$ cat src/pkg/sxt_pkg.sv
// constants, opcodes and state codes of the skip/sub/xor/table execution unit
// Overview of operation
// [RULE1] taken skip inserts dummy cycle, two cycles
// [RULE2] dec-skip writes m-1, skips on zero
// [RULE3] dec-skip to acc: acc=m-1, memory kept
// [RULE4] inc-skip writes m+1, skips on zero
// [RULE5] inc-skip to acc: acc=m+1, memory kept
// [RULE6] byte set writes ones, bit set one bit
// [RULE7] skip when selected bit is one
// [RULE8] skip when selected bit is zero
// [RULE9] skip when byte is zero, nothing written
// [RULE10] copy byte to acc, skip if zero
// [RULE11] acc minus byte; carry means no borrow
// [RULE12] memory-destination subtract, same flags
// [RULE13] immediate subtract into acc, same flags
// [RULE14] swap nibbles of memory byte in place
// [RULE15] swapped byte into acc, memory kept
// [RULE16] specific page read: upper and lower pointers
// [RULE17] current page read: program page, lower pointer
// [RULE18] last page read: top page, lower pointer
// [RULE19] acc xor byte into acc, zero only
// [RULE20] acc xor byte into memory, zero only
// [RULE21] acc xor literal into acc, zero only
// [RULE22] non-skip, non-table ops take one cycle
// [RULE23] zero flag set when result all zeros
package sxt_pkg;
  localparam int DATA_W = 8;
  localparam int DADDR_W = 7;
  localparam int PADDR_W = 11;
  localparam int PWORD_W = 16;
  localparam int BIT_W = 3;
  localparam int NIB_W = 4;
  localparam logic [7:0] BYTE_ONES = 8'hFF;
  localparam logic [7:0] BYTE_ZERO = 8'h00;
  localparam logic [7:0] BYTE_ONE = 8'h01;
  localparam logic [7:0] ACC_RST = 8'h00;
  localparam logic [7:0] TABLE_HIGH_LATCH_RST = 8'h00;

  // opcode set handled by this unit
  typedef enum logic [4:0] {
    OP_DEC_SKIP      = 5'h00,
    OP_DEC_SKIP_ACC  = 5'h01,
    OP_INC_SKIP      = 5'h02,
    OP_INC_SKIP_ACC  = 5'h03,
    OP_SET_BYTE      = 5'h04,
    OP_SET_BIT       = 5'h05,
    OP_SKIP_BIT_SET  = 5'h06,
    OP_SKIP_BIT_CLR  = 5'h07,
    OP_SKIP_ZERO     = 5'h08,
    OP_MOVE_SKIP     = 5'h09,
    OP_SUB_ACC       = 5'h0A,
    OP_SUB_MEM       = 5'h0B,
    OP_SUB_IMM       = 5'h0C,
    OP_SWAP_MEM      = 5'h0D,
    OP_SWAP_ACC      = 5'h0E,
    OP_TAB_SPEC      = 5'h0F,
    OP_TAB_CUR       = 5'h10,
    OP_TAB_LAST      = 5'h11,
    OP_XOR_ACC       = 5'h12,
    OP_XOR_MEM       = 5'h13,
    OP_XOR_IMM       = 5'h14
  } sxt_op_t;

  // gray path idle -> exec -> dummy a -> dummy b -> idle
  typedef enum logic [1:0] {
    ST_IDLE  = 2'h0,
    ST_EXEC  = 2'h1,
    ST_DUM_A = 2'h3,
    ST_DUM_B = 2'h2
  } sxt_state_t;
endpackage : sxt_pkg

$ cat src/sxt_dmem.sv
// data memory with registered read port
`timescale 1ns/1ps
module sxt_dmem #(
  parameter int AW = 7,
  parameter int DW = 8
) (
  input wire logic clk_i,           // core clock
  input wire logic we_i,            // write strobe
  input wire logic [AW-1:0] waddr_i, // write address
  input wire logic [DW-1:0] wdata_i, // write data
  input wire logic [AW-1:0] raddr_i, // read address
  output logic [DW-1:0] rdata_o     // read data, one cycle later
);
  logic [DW-1:0] mem_reg [2**AW];
  logic [DW-1:0] rdata_reg;

  // read before write: same-cycle write is seen on the next read
  always_ff @(posedge clk_i) begin
    if (we_i) begin
      mem_reg[waddr_i] <= wdata_i;
    end
    rdata_reg <= mem_reg[raddr_i];
  end

  assign rdata_o = rdata_reg;
endmodule : sxt_dmem

$ cat src/sxt_alu.sv
// combinational datapath for the skip, set, subtract, swap and xor ops
`timescale 1ns/1ps
module sxt_alu (
  input sxt_pkg::sxt_op_t op_i,        // decoded operation
  input wire logic [7:0] acc_i,        // accumulator
  input wire logic [7:0] mem_i,        // memory operand
  input wire logic [7:0] lit_i,        // instruction literal
  input wire logic [2:0] bit_i,        // bit select
  output logic [7:0] res_o,            // result byte
  output logic mem_we_o,               // result goes to memory
  output logic acc_we_o,               // result goes to accumulator
  output logic skip_o,                 // skip the next instruction
  output logic z_we_o,                 // zero flag updates
  output logic arith_we_o,             // carry, aux and overflow update
  output logic c_o,                    // carry, one when no borrow
  output logic ac_o,                   // aux carry, no low-nibble borrow
  output logic ov_o,                   // signed overflow
  output logic z_o                     // result is zero
);
  import sxt_pkg::*;

  logic [8:0] diff;
  logic [4:0] ndiff;
  logic [7:0] opnd;
  logic [7:0] mask;

  // subtractor shared by all three subtract forms
  always_comb begin
    opnd = (op_i == OP_SUB_IMM || op_i == OP_XOR_IMM) ? lit_i : mem_i;
    diff = {1'b0, acc_i} - {1'b0, opnd};
    ndiff = {1'b0, acc_i[NIB_W-1:0]} - {1'b0, opnd[NIB_W-1:0]};
    mask = BYTE_ONE << bit_i;
    c_o = ~diff[8];                                         // see [RULE11]
    ac_o = ~ndiff[4];
    ov_o = (acc_i[7] ^ opnd[7]) & (diff[7] ^ acc_i[7]);
  end

  // per-op result, destination and skip decision
  always_comb begin
    res_o = mem_i;
    mem_we_o = 1'b0;
    acc_we_o = 1'b0;
    skip_o = 1'b0;
    z_we_o = 1'b0;
    arith_we_o = 1'b0;
    unique case (op_i)
      OP_DEC_SKIP, OP_DEC_SKIP_ACC: begin
        res_o = mem_i - BYTE_ONE;
        mem_we_o = (op_i == OP_DEC_SKIP);                   // see [RULE2]
        acc_we_o = (op_i == OP_DEC_SKIP_ACC);               // see [RULE3]
        skip_o = (res_o == BYTE_ZERO);
      end
      OP_INC_SKIP, OP_INC_SKIP_ACC: begin
        res_o = mem_i + BYTE_ONE;
        mem_we_o = (op_i == OP_INC_SKIP);                   // see [RULE4]
        acc_we_o = (op_i == OP_INC_SKIP_ACC);               // see [RULE5]
        skip_o = (res_o == BYTE_ZERO);
      end
      OP_SET_BYTE: begin
        res_o = BYTE_ONES;                                  // see [RULE6]
        mem_we_o = 1'b1;
      end
      OP_SET_BIT: begin
        res_o = mem_i | mask;                               // see [RULE6]
        mem_we_o = 1'b1;
      end
      OP_SKIP_BIT_SET: skip_o = mem_i[bit_i];               // see [RULE7]
      OP_SKIP_BIT_CLR: skip_o = ~mem_i[bit_i];              // see [RULE8]
      OP_SKIP_ZERO: skip_o = (mem_i == BYTE_ZERO);          // see [RULE9]
      OP_MOVE_SKIP: begin
        acc_we_o = 1'b1;                                    // see [RULE10]
        skip_o = (mem_i == BYTE_ZERO);
      end
      OP_SUB_ACC, OP_SUB_MEM, OP_SUB_IMM: begin
        res_o = diff[7:0];
        mem_we_o = (op_i == OP_SUB_MEM);                    // see [RULE12]
        acc_we_o = (op_i != OP_SUB_MEM);                    // see [RULE11] see [RULE13]
        z_we_o = 1'b1;
        arith_we_o = 1'b1;
      end
      OP_SWAP_MEM, OP_SWAP_ACC: begin
        res_o = {mem_i[NIB_W-1:0], mem_i[7:NIB_W]};
        mem_we_o = (op_i == OP_SWAP_MEM);                   // see [RULE14]
        acc_we_o = (op_i == OP_SWAP_ACC);                   // see [RULE15]
      end
      OP_XOR_ACC, OP_XOR_MEM, OP_XOR_IMM: begin
        res_o = acc_i ^ opnd;                               // see [RULE19] see [RULE21]
        mem_we_o = (op_i == OP_XOR_MEM);                    // see [RULE20]
        acc_we_o = (op_i != OP_XOR_MEM);
        z_we_o = 1'b1;
      end
      default: begin
        res_o = mem_i;
      end
    endcase
    z_o = (res_o == BYTE_ZERO);                             // see [RULE23]
  end
endmodule : sxt_alu

$ cat src/sxt_exec.sv
// execution unit for skip, set, subtract, swap, table read and xor ops
`timescale 1ns/1ps
module sxt_exec #(
  parameter int DADDR_W = sxt_pkg::DADDR_W,
  parameter int PADDR_W = sxt_pkg::PADDR_W
) (
  input wire logic clk_i,                          // core clock, 10 MHz
  input wire logic nrst_i,                         // sync reset, active low
  input wire logic op_valid_i,                     // instruction offered
  input sxt_pkg::sxt_op_t op_i,                    // instruction opcode
  input wire logic [DADDR_W-1:0] maddr_i,          // data memory address
  input wire logic [sxt_pkg::BIT_W-1:0] bit_i,     // bit select
  input wire logic [7:0] lit_i,                    // immediate literal
  input wire logic [PADDR_W-9:0] table_pointer_upper_i, // table page
  input wire logic [7:0] table_pointer_lower_i,    // table offset
  input wire logic [PADDR_W-9:0] pc_page_i,        // current program page
  input wire logic [sxt_pkg::PWORD_W-1:0] prog_data_i, // program word
  input wire logic acc_load_i,                     // load accumulator
  input wire logic [7:0] acc_data_i,               // accumulator value
  input wire logic mem_load_i,                     // load data memory
  input wire logic [DADDR_W-1:0] mem_load_addr_i,  // load address
  input wire logic [7:0] mem_load_data_i,          // load data
  output logic ready_o,                            // can take an op
  output logic done_o,                             // op finished, pulse
  output logic skip_o,                             // last op skipped
  output logic [7:0] acc_o,                        // accumulator
  output logic carry_o,                            // carry flag
  output logic aux_carry_flag_o,                   // aux carry flag
  output logic overflow_flag_o,                    // overflow flag
  output logic zero_o,                             // zero flag
  output logic [7:0] table_high_latch_o,           // table high byte
  output logic [PADDR_W-1:0] prog_addr_o,          // table read address
  output logic prog_rd_o,                          // table read strobe
  output logic mem_we_o,                           // memory write seen
  output logic [DADDR_W-1:0] mem_waddr_o,          // memory write address
  output logic [7:0] mem_wdata_o                   // memory write data
);
  import sxt_pkg::*;

  localparam int PG_W = PADDR_W - 8;

  typedef struct packed {
    sxt_state_t st;
    sxt_op_t op;
    logic [DADDR_W-1:0] addr;
    logic [BIT_W-1:0] bsel;
    logic [7:0] lit;
    logic [7:0] acc;
    logic c;
    logic ac;
    logic ov;
    logic z;
    logic [7:0] table_high_latch;
    logic ready;
    logic done;
    logic skip;
    logic [PADDR_W-1:0] paddr;
    logic prd;
    logic mwe;
    logic [DADDR_W-1:0] mwa;
    logic [7:0] mwd;
  } sxt_regs_t;

  sxt_regs_t r_reg;
  sxt_regs_t r_next;

  logic dm_we;
  logic [DADDR_W-1:0] dm_waddr;
  logic [7:0] dm_wdata;
  logic [7:0] dm_rdata;
  logic [7:0] alu_res;
  logic alu_mem_we;
  logic alu_acc_we;
  logic alu_skip;
  logic alu_z_we;
  logic alu_arith_we;
  logic alu_c;
  logic alu_ac;
  logic alu_ov;
  logic alu_z;
  logic tab_in;
  logic tab_q;
  logic [PADDR_W-1:0] tab_addr;

  // data memory: read is issued in idle, data arrives in exec
  sxt_dmem #(
    .AW(DADDR_W),
    .DW(DATA_W)
  ) u_dmem (
    .clk_i(clk_i),
    .we_i(dm_we),
    .waddr_i(dm_waddr),
    .wdata_i(dm_wdata),
    .raddr_i(maddr_i),
    .rdata_o(dm_rdata)
  );

  // datapath works on the captured op and the memory byte
  sxt_alu u_alu (
    .op_i(r_reg.op),
    .acc_i(r_reg.acc),
    .mem_i(dm_rdata),
    .lit_i(r_reg.lit),
    .bit_i(r_reg.bsel),
    .res_o(alu_res),
    .mem_we_o(alu_mem_we),
    .acc_we_o(alu_acc_we),
    .skip_o(alu_skip),
    .z_we_o(alu_z_we),
    .arith_we_o(alu_arith_we),
    .c_o(alu_c),
    .ac_o(alu_ac),
    .ov_o(alu_ov),
    .z_o(alu_z)
  );

  // table op detection and program address forming
  always_comb begin
    tab_in = (op_i == OP_TAB_SPEC) || (op_i == OP_TAB_CUR) || (op_i == OP_TAB_LAST);
    tab_q = (r_reg.op == OP_TAB_SPEC) || (r_reg.op == OP_TAB_CUR)
      || (r_reg.op == OP_TAB_LAST);
    unique case (op_i)
      OP_TAB_SPEC: tab_addr = {table_pointer_upper_i, table_pointer_lower_i}; // see [RULE16]
      OP_TAB_CUR: tab_addr = {pc_page_i, table_pointer_lower_i};             // see [RULE17]
      default: tab_addr = {{PG_W{1'b1}}, table_pointer_lower_i};             // see [RULE18]
    endcase
  end

  // sequencer: idle takes an op, exec does the work (dummy a for table reads), dummy pair only
  // for a taken skip or a table read, so those cost two slots
  always_comb begin
    r_next = r_reg;
    r_next.done = 1'b0;
    r_next.prd = 1'b0;
    dm_we = 1'b0;
    dm_waddr = r_reg.addr;
    dm_wdata = alu_res;
    unique case (r_reg.st)
      ST_IDLE: begin
        if (op_valid_i && r_reg.ready) begin
          r_next.st = ST_EXEC;
          r_next.ready = 1'b0;
          r_next.skip = 1'b0;
          r_next.op = op_i;
          r_next.addr = maddr_i;
          r_next.bsel = bit_i;
          r_next.lit = lit_i;
          if (tab_in) begin
            r_next.prd = 1'b1;
            r_next.paddr = tab_addr;
          end
        end else if (mem_load_i) begin
          // loads only when no op is taken, so they never race a write-back
          dm_we = 1'b1;
          dm_waddr = mem_load_addr_i;
          dm_wdata = mem_load_data_i;
        end else if (acc_load_i) begin
          r_next.acc = acc_data_i;
        end
      end
      ST_EXEC: begin
        if (tab_q) begin
          r_next.st = ST_DUM_A;
        end else begin
          dm_we = alu_mem_we;                               // see [RULE2] see [RULE4]
          if (alu_acc_we) begin
            r_next.acc = alu_res;                           // see [RULE3] see [RULE5]
          end
          if (alu_z_we) begin
            r_next.z = alu_z;                               // see [RULE23]
          end
          if (alu_arith_we) begin
            r_next.c = alu_c;                               // see [RULE11] see [RULE12]
            r_next.ac = alu_ac;
            r_next.ov = alu_ov;
          end
          r_next.skip = alu_skip;
          if (alu_skip) begin
            r_next.st = ST_DUM_A;                           // see [RULE1]
          end else begin
            r_next.st = ST_IDLE;                            // see [RULE22]
            r_next.done = 1'b1;
            r_next.ready = 1'b1;
          end
        end
      end
      ST_DUM_A: begin
        // program word answers one cycle after the read strobe
        if (tab_q) begin
          dm_we = 1'b1;                                     // see [RULE16]
          dm_wdata = prog_data_i[7:0];
          r_next.table_high_latch = prog_data_i[PWORD_W-1:8];
        end
        r_next.st = ST_DUM_B;
      end
      ST_DUM_B: begin
        r_next.st = ST_IDLE;
        r_next.done = 1'b1;
        r_next.ready = 1'b1;
      end
    endcase
    r_next.mwe = dm_we;
    r_next.mwa = dm_waddr;
    r_next.mwd = dm_wdata;
  end

  // single state register; ready comes up in the first reset cycle
  always_ff @(posedge clk_i) begin
    if (!nrst_i) begin
      r_reg <= '0;
      r_reg.ready <= 1'b1;
      r_reg.acc <= ACC_RST;
      r_reg.table_high_latch <= TABLE_HIGH_LATCH_RST;
    end else begin
      r_reg <= r_next;
    end
  end

  // outputs straight from the state register
  assign ready_o = r_reg.ready;
  assign done_o = r_reg.done;
  assign skip_o = r_reg.skip;
  assign acc_o = r_reg.acc;
  assign carry_o = r_reg.c;
  assign aux_carry_flag_o = r_reg.ac;
  assign overflow_flag_o = r_reg.ov;
  assign zero_o = r_reg.z;
  assign table_high_latch_o = r_reg.table_high_latch;
  assign prog_addr_o = r_reg.paddr;
  assign prog_rd_o = r_reg.prd;
  assign mem_we_o = r_reg.mwe;
  assign mem_waddr_o = r_reg.mwa;
  assign mem_wdata_o = r_reg.mwd;

  // helpers for the checks below
  logic exec_c;
  logic flagless;
  logic [7:0] swp;
  logic bitv;
  logic [7:0] prog_hi;
  always_comb begin
    exec_c = (r_reg.st == ST_EXEC);
    flagless = !(r_reg.op inside {OP_SUB_ACC, OP_SUB_MEM, OP_SUB_IMM,
      OP_XOR_ACC, OP_XOR_MEM, OP_XOR_IMM});
    swp = {dm_rdata[NIB_W-1:0], dm_rdata[7:NIB_W]};
    bitv = dm_rdata[r_reg.bsel];
    prog_hi = prog_data_i[PWORD_W-1:8];
  end
endmodule : sxt_exec

$ cat config.mk
export PLATFORM = sky130hd
export DESIGN_NAME = sxt_exec
export DESIGN_NICKNAME = d
export VERILOG_FILES = /design/src/pkg/sxt_pkg.sv /design/src/sxt_dmem.sv /design/src/sxt_alu.sv /design/src/sxt_exec.sv
export SDC_FILE = /design/constraint.sdc
export NUM_CORES = 1
export LEC_CHECK = 0
export BUFFER_PORTS_ARGS = -buffer_cell sky130_fd_sc_hd__buf_2
export CORE_AREA = 2 2 378 380
export DETAILED_ROUTE_END_ITERATION = 16
export DIE_AREA = 0 0 380 382
export PLACE_DENSITY = 0.5
export SYNTH_ARGS = -nofsm -noshare
export SYNTH_HDL_FRONTEND = slang
export SYNTH_SLANG_ARGS = --single-unit
$ cat constraint.sdc
create_clock -name clk_i -period 10.5 [get_ports clk_i]
set_input_delay 1.575 -clock clk_i [delete_from_list [all_inputs] [get_ports clk_i]]
set_output_delay 1.575 -clock clk_i [all_outputs]
set_load 0.01 [all_outputs]
==> results.json, run 1 <==
{
  "die_w_microns": 380,
  "avgSynthCellArea_sq_um": 19.3,
  "drv_slew": 0,
  "power_density_nw_per_um2": 214,
  "r2r-end": "u_dmem.mem_reg[121][1]",
  "cts_buffers": 118,
  "max_freq_mhz": 186,
  "cts_hold_buf": 0,
  "start_util": 0.318,
  "grt_antenna_before_repair": 5,
  "yosysSeqAreaShare": 0.724,
  "synth-edff-count": 1024,
  "post-route-min-period_ns": 5.39,
  "vias": 22999,
  "most-common-layout-cells": "edfxtp_1, mux4_2, nor2_1",
  "netlist_area_sq_um": 44800,
  "cp.depth": 11,
  "final.setup.tns_ns": 0,
  "clkTransAtPathRegs_ns": 0.06,
  "critPathKind": "reg2reg",
  "worstSetupStartpointType": "flop",
  "clk_latency_ns": 0.70,
  "gp_congestion": 0.878,
  "total_power_mw": 10.9,
  "slew_headroom": 0.177,
  "finalCoreUtilization": 0.362,
  "grt_use_total": 0.161,
  "period_share": 0.513,
  "clock-sinks": 1108,
  "drcViolationCount": 0,
  "synth_nets": 2422,
  "finClkSkew_ns": 0.0257,
  "io_buffer_count": 131,
  "worstHoldStart": "table_high_latch_o[7]",
  "async_flop_share": 0,
  "grt_pass1_wl_mm": 172,
  "arrival_ns": 5.72,
  "drv_cap": 0,
  "die_y_microns": 382,
  "clockBufferDepth": 3,
  "first_global_vias": 23685,
  "grt_setup_unrepaired": "false",
  "synth_cell_types": 71,
  "drtIter0Drc": 2431,
  "syn_inst": 2323,
  "setup-violations-final": 0,
  "whs_path_depth": 2,
  "largest_reg_flops": 1024,
  "worstHoldEndpoint": "table_high_latch_o[7]",
  "crit_path_cell_trace": "nor3b_1 -> nand2_1 -> mux2_2 -> ha_1 -> inv_1 -> fa_1 -> a22oi_1 -> nand4_1 -> a222oi_1 -> o22ai_4 -> buf_4",
  "area_delta_synth_final_pct": 13.8,
  "slowest_delay_ns": 0.95,
  "dp_slack_ns": 5.02,
  "r2r_slack_ns": 5.11,
  "dp_hpwl_mm": 72.6,
  "overflow": 0,
  "drive_above_1_share": 0.276,
  "worstPathRequired_ns": 10.84,
  "ys.flop_type": "edfxtp_1",
  "ys_ff_latch": 1108,
  "synth_warnings": 0,
  "rows": 138,
  "finalWorstSetupSlack_ns": 5.11,
  "fp.dieArea_sq_um": 145000,
  "cts_root_buffer": "clkbuf_16",
  "postCtsSetupRepairBufs": 0,
  "fillers": 13036,
  "leakagePower_nw": 16.0,
  "firstDrtPassIters": 6,
  "critical_path_buf_inv_count": 2,
  "hold_class": "reg2reg",
  "hold_violations": 0,
  "cts_tree": "yes",
  "worst_path_max_delay_cell": "o22ai_4",
  "nets": 2533,
  "grt_start_max_net_pins": 97,
  "routed_via_density": 5.19,
  "routed_wl_mm": 117,
  "path_max_fanout": 96,
  "h-tree-depth": 3,
  "holdWs_ns": 0.455,
  "ir_drop_uv": 139,
  "postRouteAntennaNets": 0,
  "tightest_slew_ns": 1.24,
  "worstReg2RegStart": "r_reg[71]",
  "end_kind": "flop",
  "crit_family": "compound AO/OA/AOI/OAI gates",
  "core_sq_um": 141000,
  "cts-resized-gates": 0,
  "r2r_cells": 11,
  "io_pins": 132,
  "final_common_cell": "edfxtp_1",
  "routedWlPerCell_microns": 26.5,
  "outcome": "finished, final reports clean"
}
[worst max-delay path by stage]
stage	from	to	slack, ns
final	r_reg[71]	u_dmem.mem_reg[121][1]	5.11
after global routing	r_reg[71]	u_dmem.mem_reg[38][7]	4.64
after CTS	r_reg[71]	u_dmem.mem_reg[121][1]	5.15
after detailed placement	maddr_i[0]	u_dmem.rdata_o[3]	5.02
after global placement	maddr_i[0]	u_dmem.rdata_o[3]	5.04
after floorplan	r_reg[70]	u_dmem.mem_reg[0][2]	3.29
[where the power goes]
| group | total [mW] | leakage (nW) | internal [mW] | switching [mW] |
|---|---|---|---|---|
| combinational | 1.48 | 4.23 | 0.354 | 1.13 |
| clock | 3.93 | 1.78 | 2.23 | 1.70 |
| sequential | 5.51 | 9.97 | 5.45 | 0.0598 |
| total | 10.9 | 16.0 | 8.03 | 2.89 |
[layout make-up]
cell class / instances / area [sq um] / share of cell area
Inverter: 20 / 75.1 / 0.00147
Timing Repair Buffer: 166 / 956 / 0.0187
Clock buffer: 153 / 3160 / 0.0619
Clock inverter: 68 / 488 / 0.00957
Tap cell: 1890 / 2360 / 0.0464
Multi-Input combinational cell: 1020 / 11500 / 0.226
Sequential cell: 1108 / 32400 / 0.636
Antenna cell: 7 / 17.5 / 0.000343
[per-stage QoR]
stage / area [sq um] / instances
2_1_floorplan: 44800 / 2323
3_3_place_gp: 47300 / 4204
3_5_place_dp: 47300 / 4204
4_1_cts: 51000 / 4425
5_1_grt: 51000 / 4428
6_report: 51000 / 4432
[tightest hold or removal path, cell delays in order, from the launching register on]
cell and delay (ns):
dfxtp_1 0.31, nand2_1 0.05, a21oi_1 0.05
[per-layer routing]
layer  wire (microns)  global-route usage  vias to the layer above
li1                 -                   -                     9709
met1            51800               0.226                    12397
met2            56800               0.260                      732
met3             6460              0.0269                      159
met4             2390              0.0399                        2
met5               11                   0                        -
[cell usage after synthesis (17+ instances only)]
master | n | area [sq um]
nor2_1 | 163 | 612
ha_1 | 17 | 213
dfxtp_1 | 84 | 1680
mux4_2 | 338 | 7610
a21oi_1 | 72 | 360
inv_1 | 18 | 67.6
buf_4 | 52 | 390
edfxtp_1 | 1024 | 30700
o21ai_0 | 40 | 200
nand2_1 | 149 | 559
buf_2 | 22 | 110
clkbuf_1 | 78 | 293
buf_1 | 21 | 78.8
nand3_1 | 17 | 85.1
[kinds of logic (layout without fill, tap and decap cells)]
group                      Yosys count  after routing  share of synthesized area
DFF                               1108           1108                      0.724
other                                0              7                          0
adders and majority gates           18             18                    0.00519
xor gates and xnor gates            11             11                    0.00215
buffers and inverters              195            407                     0.0215
AOI/OAI and AO/OA                  210            210                     0.0301
muxes                              363            363                      0.176
and+or+nand+nor                    418            418                     0.0415
Note: power is estimated with default switching activity, not from simulation.
==> run 2, diff against run 1 <==
==> constraint.sdc (replaced) <==
create_clock -name clk_i -period 5.1 [get_ports clk_i]
set_input_delay 0.765 -clock clk_i [delete_from_list [all_inputs] [get_ports clk_i]]
set_output_delay 0.765 -clock clk_i [all_outputs]
set_load 0.01 [all_outputs]
==> results.json, run 2 (synthesis results as in run 1) <==
{
  "dr_wl_met2_mm": 55.6,
  "period_share": 0.924,
  "dp_slack_ns": 0.460,
  "hold_class": "in2reg",
  "path_max_fanout": 72,
  "postCtsSetupRepairBufs": 0,
  "arrival_ns": 5.10,
  "clockBufferDepth": 3,
  "outcome": "finished, final reports clean",
  "worstSetupStartpointType": "flop",
  "worstPathRequired_ns": 5.49,
  "cts-resized-gates": 0,
  "final.setup.tns_ns": 0,
  "dpl_cell_area_sq_um": 48400,
  "critPathKind": "reg2reg",
  "drcViolationCount": 0,
  "r2r_slack_ns": 0.39,
  "setup-violations-final": 0,
  "routed_wl_mm": 115,
  "slew_headroom": 0.182,
  "finClkSkew_ns": 0.0318,
  "overflow": 0,
  "start_util": 0.318,
  "grt_setup_unrepaired": "false",
  "fp.dieArea_sq_um": 145000,
  "die_w_microns": 380,
  "hold_violations": 0,
  "finalWorstSetupSlack_ns": 0.388,
  "h-tree-depth": 3,
  "fillers": 13030,
  "drtIter0Drc": 2138,
  "rows": 138,
  "layoutNonFillerInstCount": 4535,
  "gp_congestion": 0.879,
  "drive_above_1_share": 0.312,
  "drv_cap": 0,
  "clkTransAtPathRegs_ns": 0.07,
  "ir_drop_uv": 321,
  "vias": 23223,
  "cts_tree": "yes",
  "grt_antenna_before_repair": 0,
  "largest_reg_flops": 1024,
  "dp_cells": 4325,
  "fin_area_sq_um": 52100,
  "postRouteAntennaNets": 0,
  "core_sq_um": 141000,
  "first_global_vias": 23933,
  "dp_hpwl_mm": 73.2,
  "firstDrtPassIters": 6,
  "grt_pass1_wl_mm": 168,
  "grt_start_max_net_pins": 130,
  "clock-sinks": 1108,
  "cts_hold_buf": 0,
  "die_y_microns": 382,
  "end_kind": "flop",
  "most-common-layout-cells": "edfxtp_1, mux4_2, nor2_1",
  "nets": 2649,
  "wl_met1_mm": 50.7,
  "grt_use_total": 0.157,
  "io_pins": 132,
  "seqCellArea_sq_um": 32400,
  "io_buffer_count": 131,
  "cts_root_buffer": "clkbuf_16",
  "routed.top_layer": "met4",
  "leakagePower_nw": 16.7,
  "routedWlPerCell_microns": 25.4,
  "route.met3.wl_mm": 5.78,
  "post-route-min-period_ns": 4.71,
  "area_delta_synth_final_pct": 16.2,
  "tightest_slew_ns": 1.23,
  "clk_latency_ns": 0.70,
  "final_common_cell": "edfxtp_1",
  "power_density_nw_per_um2": 433,
  "cts_buffers": 113,
  "routed_via_density": 5.12,
  "max_freq_mhz": 212,
  "multi_input_area_sq_um": 11500,
  "drv_slew": 0
}
## run 2: changes by cell type in the layout (fill, tap and decap cells not counted), moves of 3 or more
cell       delta
buf_12       +17
buf_4       +104
bufinv_16     +9
clkbuf_1     -16
clkbuf_16     -6
clkbuf_4      -3
clkbuf_8      -4
clkinv_1      -5
clkinv_2     +13
diode_2       -5
nand2_1       +3
nand2_2       -3
## run 2: worst max-delay path, cell delays in order, from the launching register on
cell and delay, ns:
dfxtp_1 0.69, xor2_1 0.17, nand2_1 0.40, mux2_2 0.42, ha_1 0.19, nand3b_1 0.17
a21oi_1 0.29, o21a_1 0.17, o21ai_0 0.09, o32ai_1 0.59, a21o_1 0.21, nand2_4 0.44
buf_4 0.47
## run 2: layout make-up
| cell class | instances | share of cell area |
|---|---|---|
| flip-flops and latches | 1108 | 0.623 |
| multi-input cells | 1020 | 0.221 |
| clock buffers | 124 | 0.0551 |
| well taps | 1890 | 0.0454 |
| repair buffers | 287 | 0.0399 |
| clock inverters | 84 | 0.0146 |
| inverters | 20 | 0.00144 |
| diodes | 2 | 0.0000961 |
## run 2: where the power goes
part | switching [mW] | total, mW | internal [mW] | leakage [nW]
Combinational | 2.23 | 3.10 | 0.871 | 4.93
Clock | 3.45 | 8.18 | 4.73 | 1.79
Sequential | 0.103 | 11.3 | 11.2 | 9.97
Total | 5.78 | 22.6 | 16.8 | 16.7
## run 2: per-stage QoR
step / power (mW) / util / hold slack, ns
5_1_grt: 23.4 / 0.370 / 0.288
6_report: 22.6 / 0.370 / 0.297
4_1_cts: 22.8 / 0.370 / 0.238
3_5_place_dp: 14.7 / 0.344 / 0.446
2_1_floorplan: 13.2 / - / 0.434
3_3_place_gp: 14.5 / 0.344 / 0.442
## run 2: path summary, 6_finish.rpt
kind,start,end,cells past startpoint
setup reg to reg,r_reg[73],u_dmem.mem_reg[60][5],12
hold / removal,table_pointer_lower_i[7],prog_addr_o[7],3
hold reg to reg,table_high_latch_o[0],table_high_latch_o[0],2
setup / recovery,r_reg[73],u_dmem.mem_reg[60][5],12
## run 2: per-layer routing
metal | track usage | vias up
met4 | 0.0464 | 0
met5 | 0 | -
met2 | 0.256 | 739
li1 | - | 9913
met3 | 0.0228 | 175
met1 | 0.217 | 12396
==> run 3, diff against run 2 <==
--- a/config.mk
+++ b/config.mk
@@ -6,10 +6,9 @@
 export NUM_CORES = 1
 export LEC_CHECK = 0
 export BUFFER_PORTS_ARGS = -buffer_cell sky130_fd_sc_hd__buf_2
-export CORE_AREA = 2 2 378 380
+export CORE_AREA = 2 2 268 535
 export DETAILED_ROUTE_END_ITERATION = 16
-export DIE_AREA = 0 0 380 382
-export PLACE_DENSITY = 0.5
+export DIE_AREA = 0 0 270 537
 export SYNTH_ARGS = -nofsm -noshare
 export SYNTH_HDL_FRONTEND = slang
 export SYNTH_SLANG_ARGS = --single-unit
==> results.json, run 3 (synthesis results as in run 1) <==
{
  "setup-violations-final": 0,
  "final.setup.tns_ns": 0,
  "grtUsageMet1": 0.157,
  "ir_drop_uv": 358,
  "fillers": 12929,
  "rows": 195,
  "r2r_slack_ns": 0.53,
  "use_met2": 0.307,
  "cts_tree": "yes",
  "clkTransAtPathRegs_ns": 0.07,
  "grt_antenna_before_repair": 3,
  "grt_busiest_layer": "met2",
  "period_share": 0.896,
  "core_sq_um": 141000,
  "clk_latency_ns": 0.68,
  "drcViolationCount": 0,
  "end_kind": "flop",
  "critical_path_buf_inv_count": 1,
  "met3_usage": 0.0164,
  "critPathKind": "reg2reg",
  "first_global_vias": 23350,
  "drv_cap": 0,
  "largest_reg_flops": 1024,
  "die_w_microns": 270,
  "worstHoldStart": "prog_data_i[15]",
  "h-tree-depth": 3,
  "arrival_ns": 4.97,
  "routed_via_density": 5.08,
  "drtIter0Drc": 1699,
  "cts_buffers": 85,
  "clock-sinks": 1108,
  "outcome": "finished, final reports clean",
  "crit_path_cell_trace": "xor2_1 -> nand2_1 -> mux2i_1 -> ha_1 -> a21oi_1 -> a21oi_1 -> o21ai_0 -> o22ai_1 -> o21a_1 -> a31oi_4 -> buf_4",
  "drive_above_1_share": 0.300,
  "postRouteAntennaNets": 0,
  "grt_setup_unrepaired": "false",
  "max_freq_mhz": 219,
  "cp-startpoint": "r_reg[72]",
  "area_delta_synth_final_pct": 14.2,
  "slowest_delay_ns": 0.84,
  "dpl_cell_area_sq_um": 48300,
  "cts-resized-gates": 0,
  "io_pins": 132,
  "routedWlPerCell_microns": 25.3,
  "postCtsSetupRepairBufs": 0,
  "cts_hold_buf": 0,
  "finClkSkew_ns": 0.0181,
  "grt_use_total": 0.154,
  "fp.dieArea_sq_um": 145000,
  "power_density_nw_per_um2": 415,
  "worstSetupStartpointType": "flop",
  "die_y_microns": 537,
  "tightest_slew_ns": 1.10,
  "worst_path_max_delay_cell": "a31oi_4",
  "path_max_fanout": 49,
  "final_common_cell": "edfxtp_1",
  "start_util": 0.318,
  "grt_start_max_net_pins": 130,
  "io_buffer_count": 131,
  "gp_congestion": 0.878,
  "path_common_cell": "a21oi_1",
  "dp_hpwl_mm": 74.5,
  "firstDrtPassIters": 6,
  "most-common-layout-cells": "edfxtp_1, mux4_2, nor2_1",
  "clockBufferDepth": 3,
  "total_power_mw": 21.2,
  "worstPathRequired_ns": 5.49,
  "slew_headroom": 0.254,
  "leakagePower_nw": 16.2,
  "grt_pass1_wl_mm": 163,
  "crit_family": "compound AO/OA/AOI/OAI gates",
  "fin_area_sq_um": 51200,
  "worstReg2RegStart": "r_reg[72]",
  "post-route-min-period_ns": 4.57,
  "hold_class": "in2reg",
  "nets": 2606,
  "overflow": 0,
  "routed_wl_mm": 112,
  "hold_violations": 0,
  "drv_slew": 0,
  "cts_root_buffer": "clkbuf_16",
  "vias": 22612
}
==> run 3: path summary, 6_finish.rpt <==
check / endpoint / cells past startpoint
max: u_dmem.mem_reg[54][3] / 11
min: table_high_latch_o[7] / 3
max reg2reg: u_dmem.mem_reg[54][3] / 11
min reg2reg: table_high_latch_o[3] / 2
==> run 3: metrics by stage <==
stage	utilization	setup slack, ns	std cells	hold WS, ns
6_report	0.363	0.528	4450	0.326
4_1_cts	0.363	0.541	4448	0.289
3_3_place_gp	0.343	0.564	4291	0.439
3_5_place_dp	0.343	0.558	4291	0.445
5_1_grt	0.363	0.241	4449	0.319
2_1_floorplan	-	0.0247	2323	0.434
==> run 3: cell type report <==
| class | count | area [sq um] | share of cell area |
|---|---|---|---|
| antenna | 2 | 5.00 | 0.0000978 |
| clock buffer | 103 | 2260 | 0.0442 |
| clock inverter | 54 | 573 | 0.0112 |
| inverter | 20 | 75.1 | 0.00147 |
| multi-input combinational | 1020 | 11500 | 0.225 |
| sequential | 1108 | 32400 | 0.634 |
| tap | 1871 | 2340 | 0.0458 |
| timing repair buffer | 272 | 1960 | 0.0384 |
==> run 3: tightest hold or removal path, cell delays in order <==
cell and delay, ns:
buf_2 0.10, nand2_1 0.04, a21oi_1 0.05
==> run 3: power breakdown <==
group | internal [mW] | switching, mW | leakage, nW
registers | 11.2 | 0.114 | 9.97
logic | 0.850 | 2.27 | 4.86
clock network | 3.62 | 3.21 | 1.36
total | 15.6 | 5.59 | 16.2
==> run 3: layer usage <==
metal  vias to the layer above  wire, microns
met5                         -              0
met4                         0           5490
met3                       190           4620
met2                       744          64500
met1                     11908          37700
li1                       9770              -
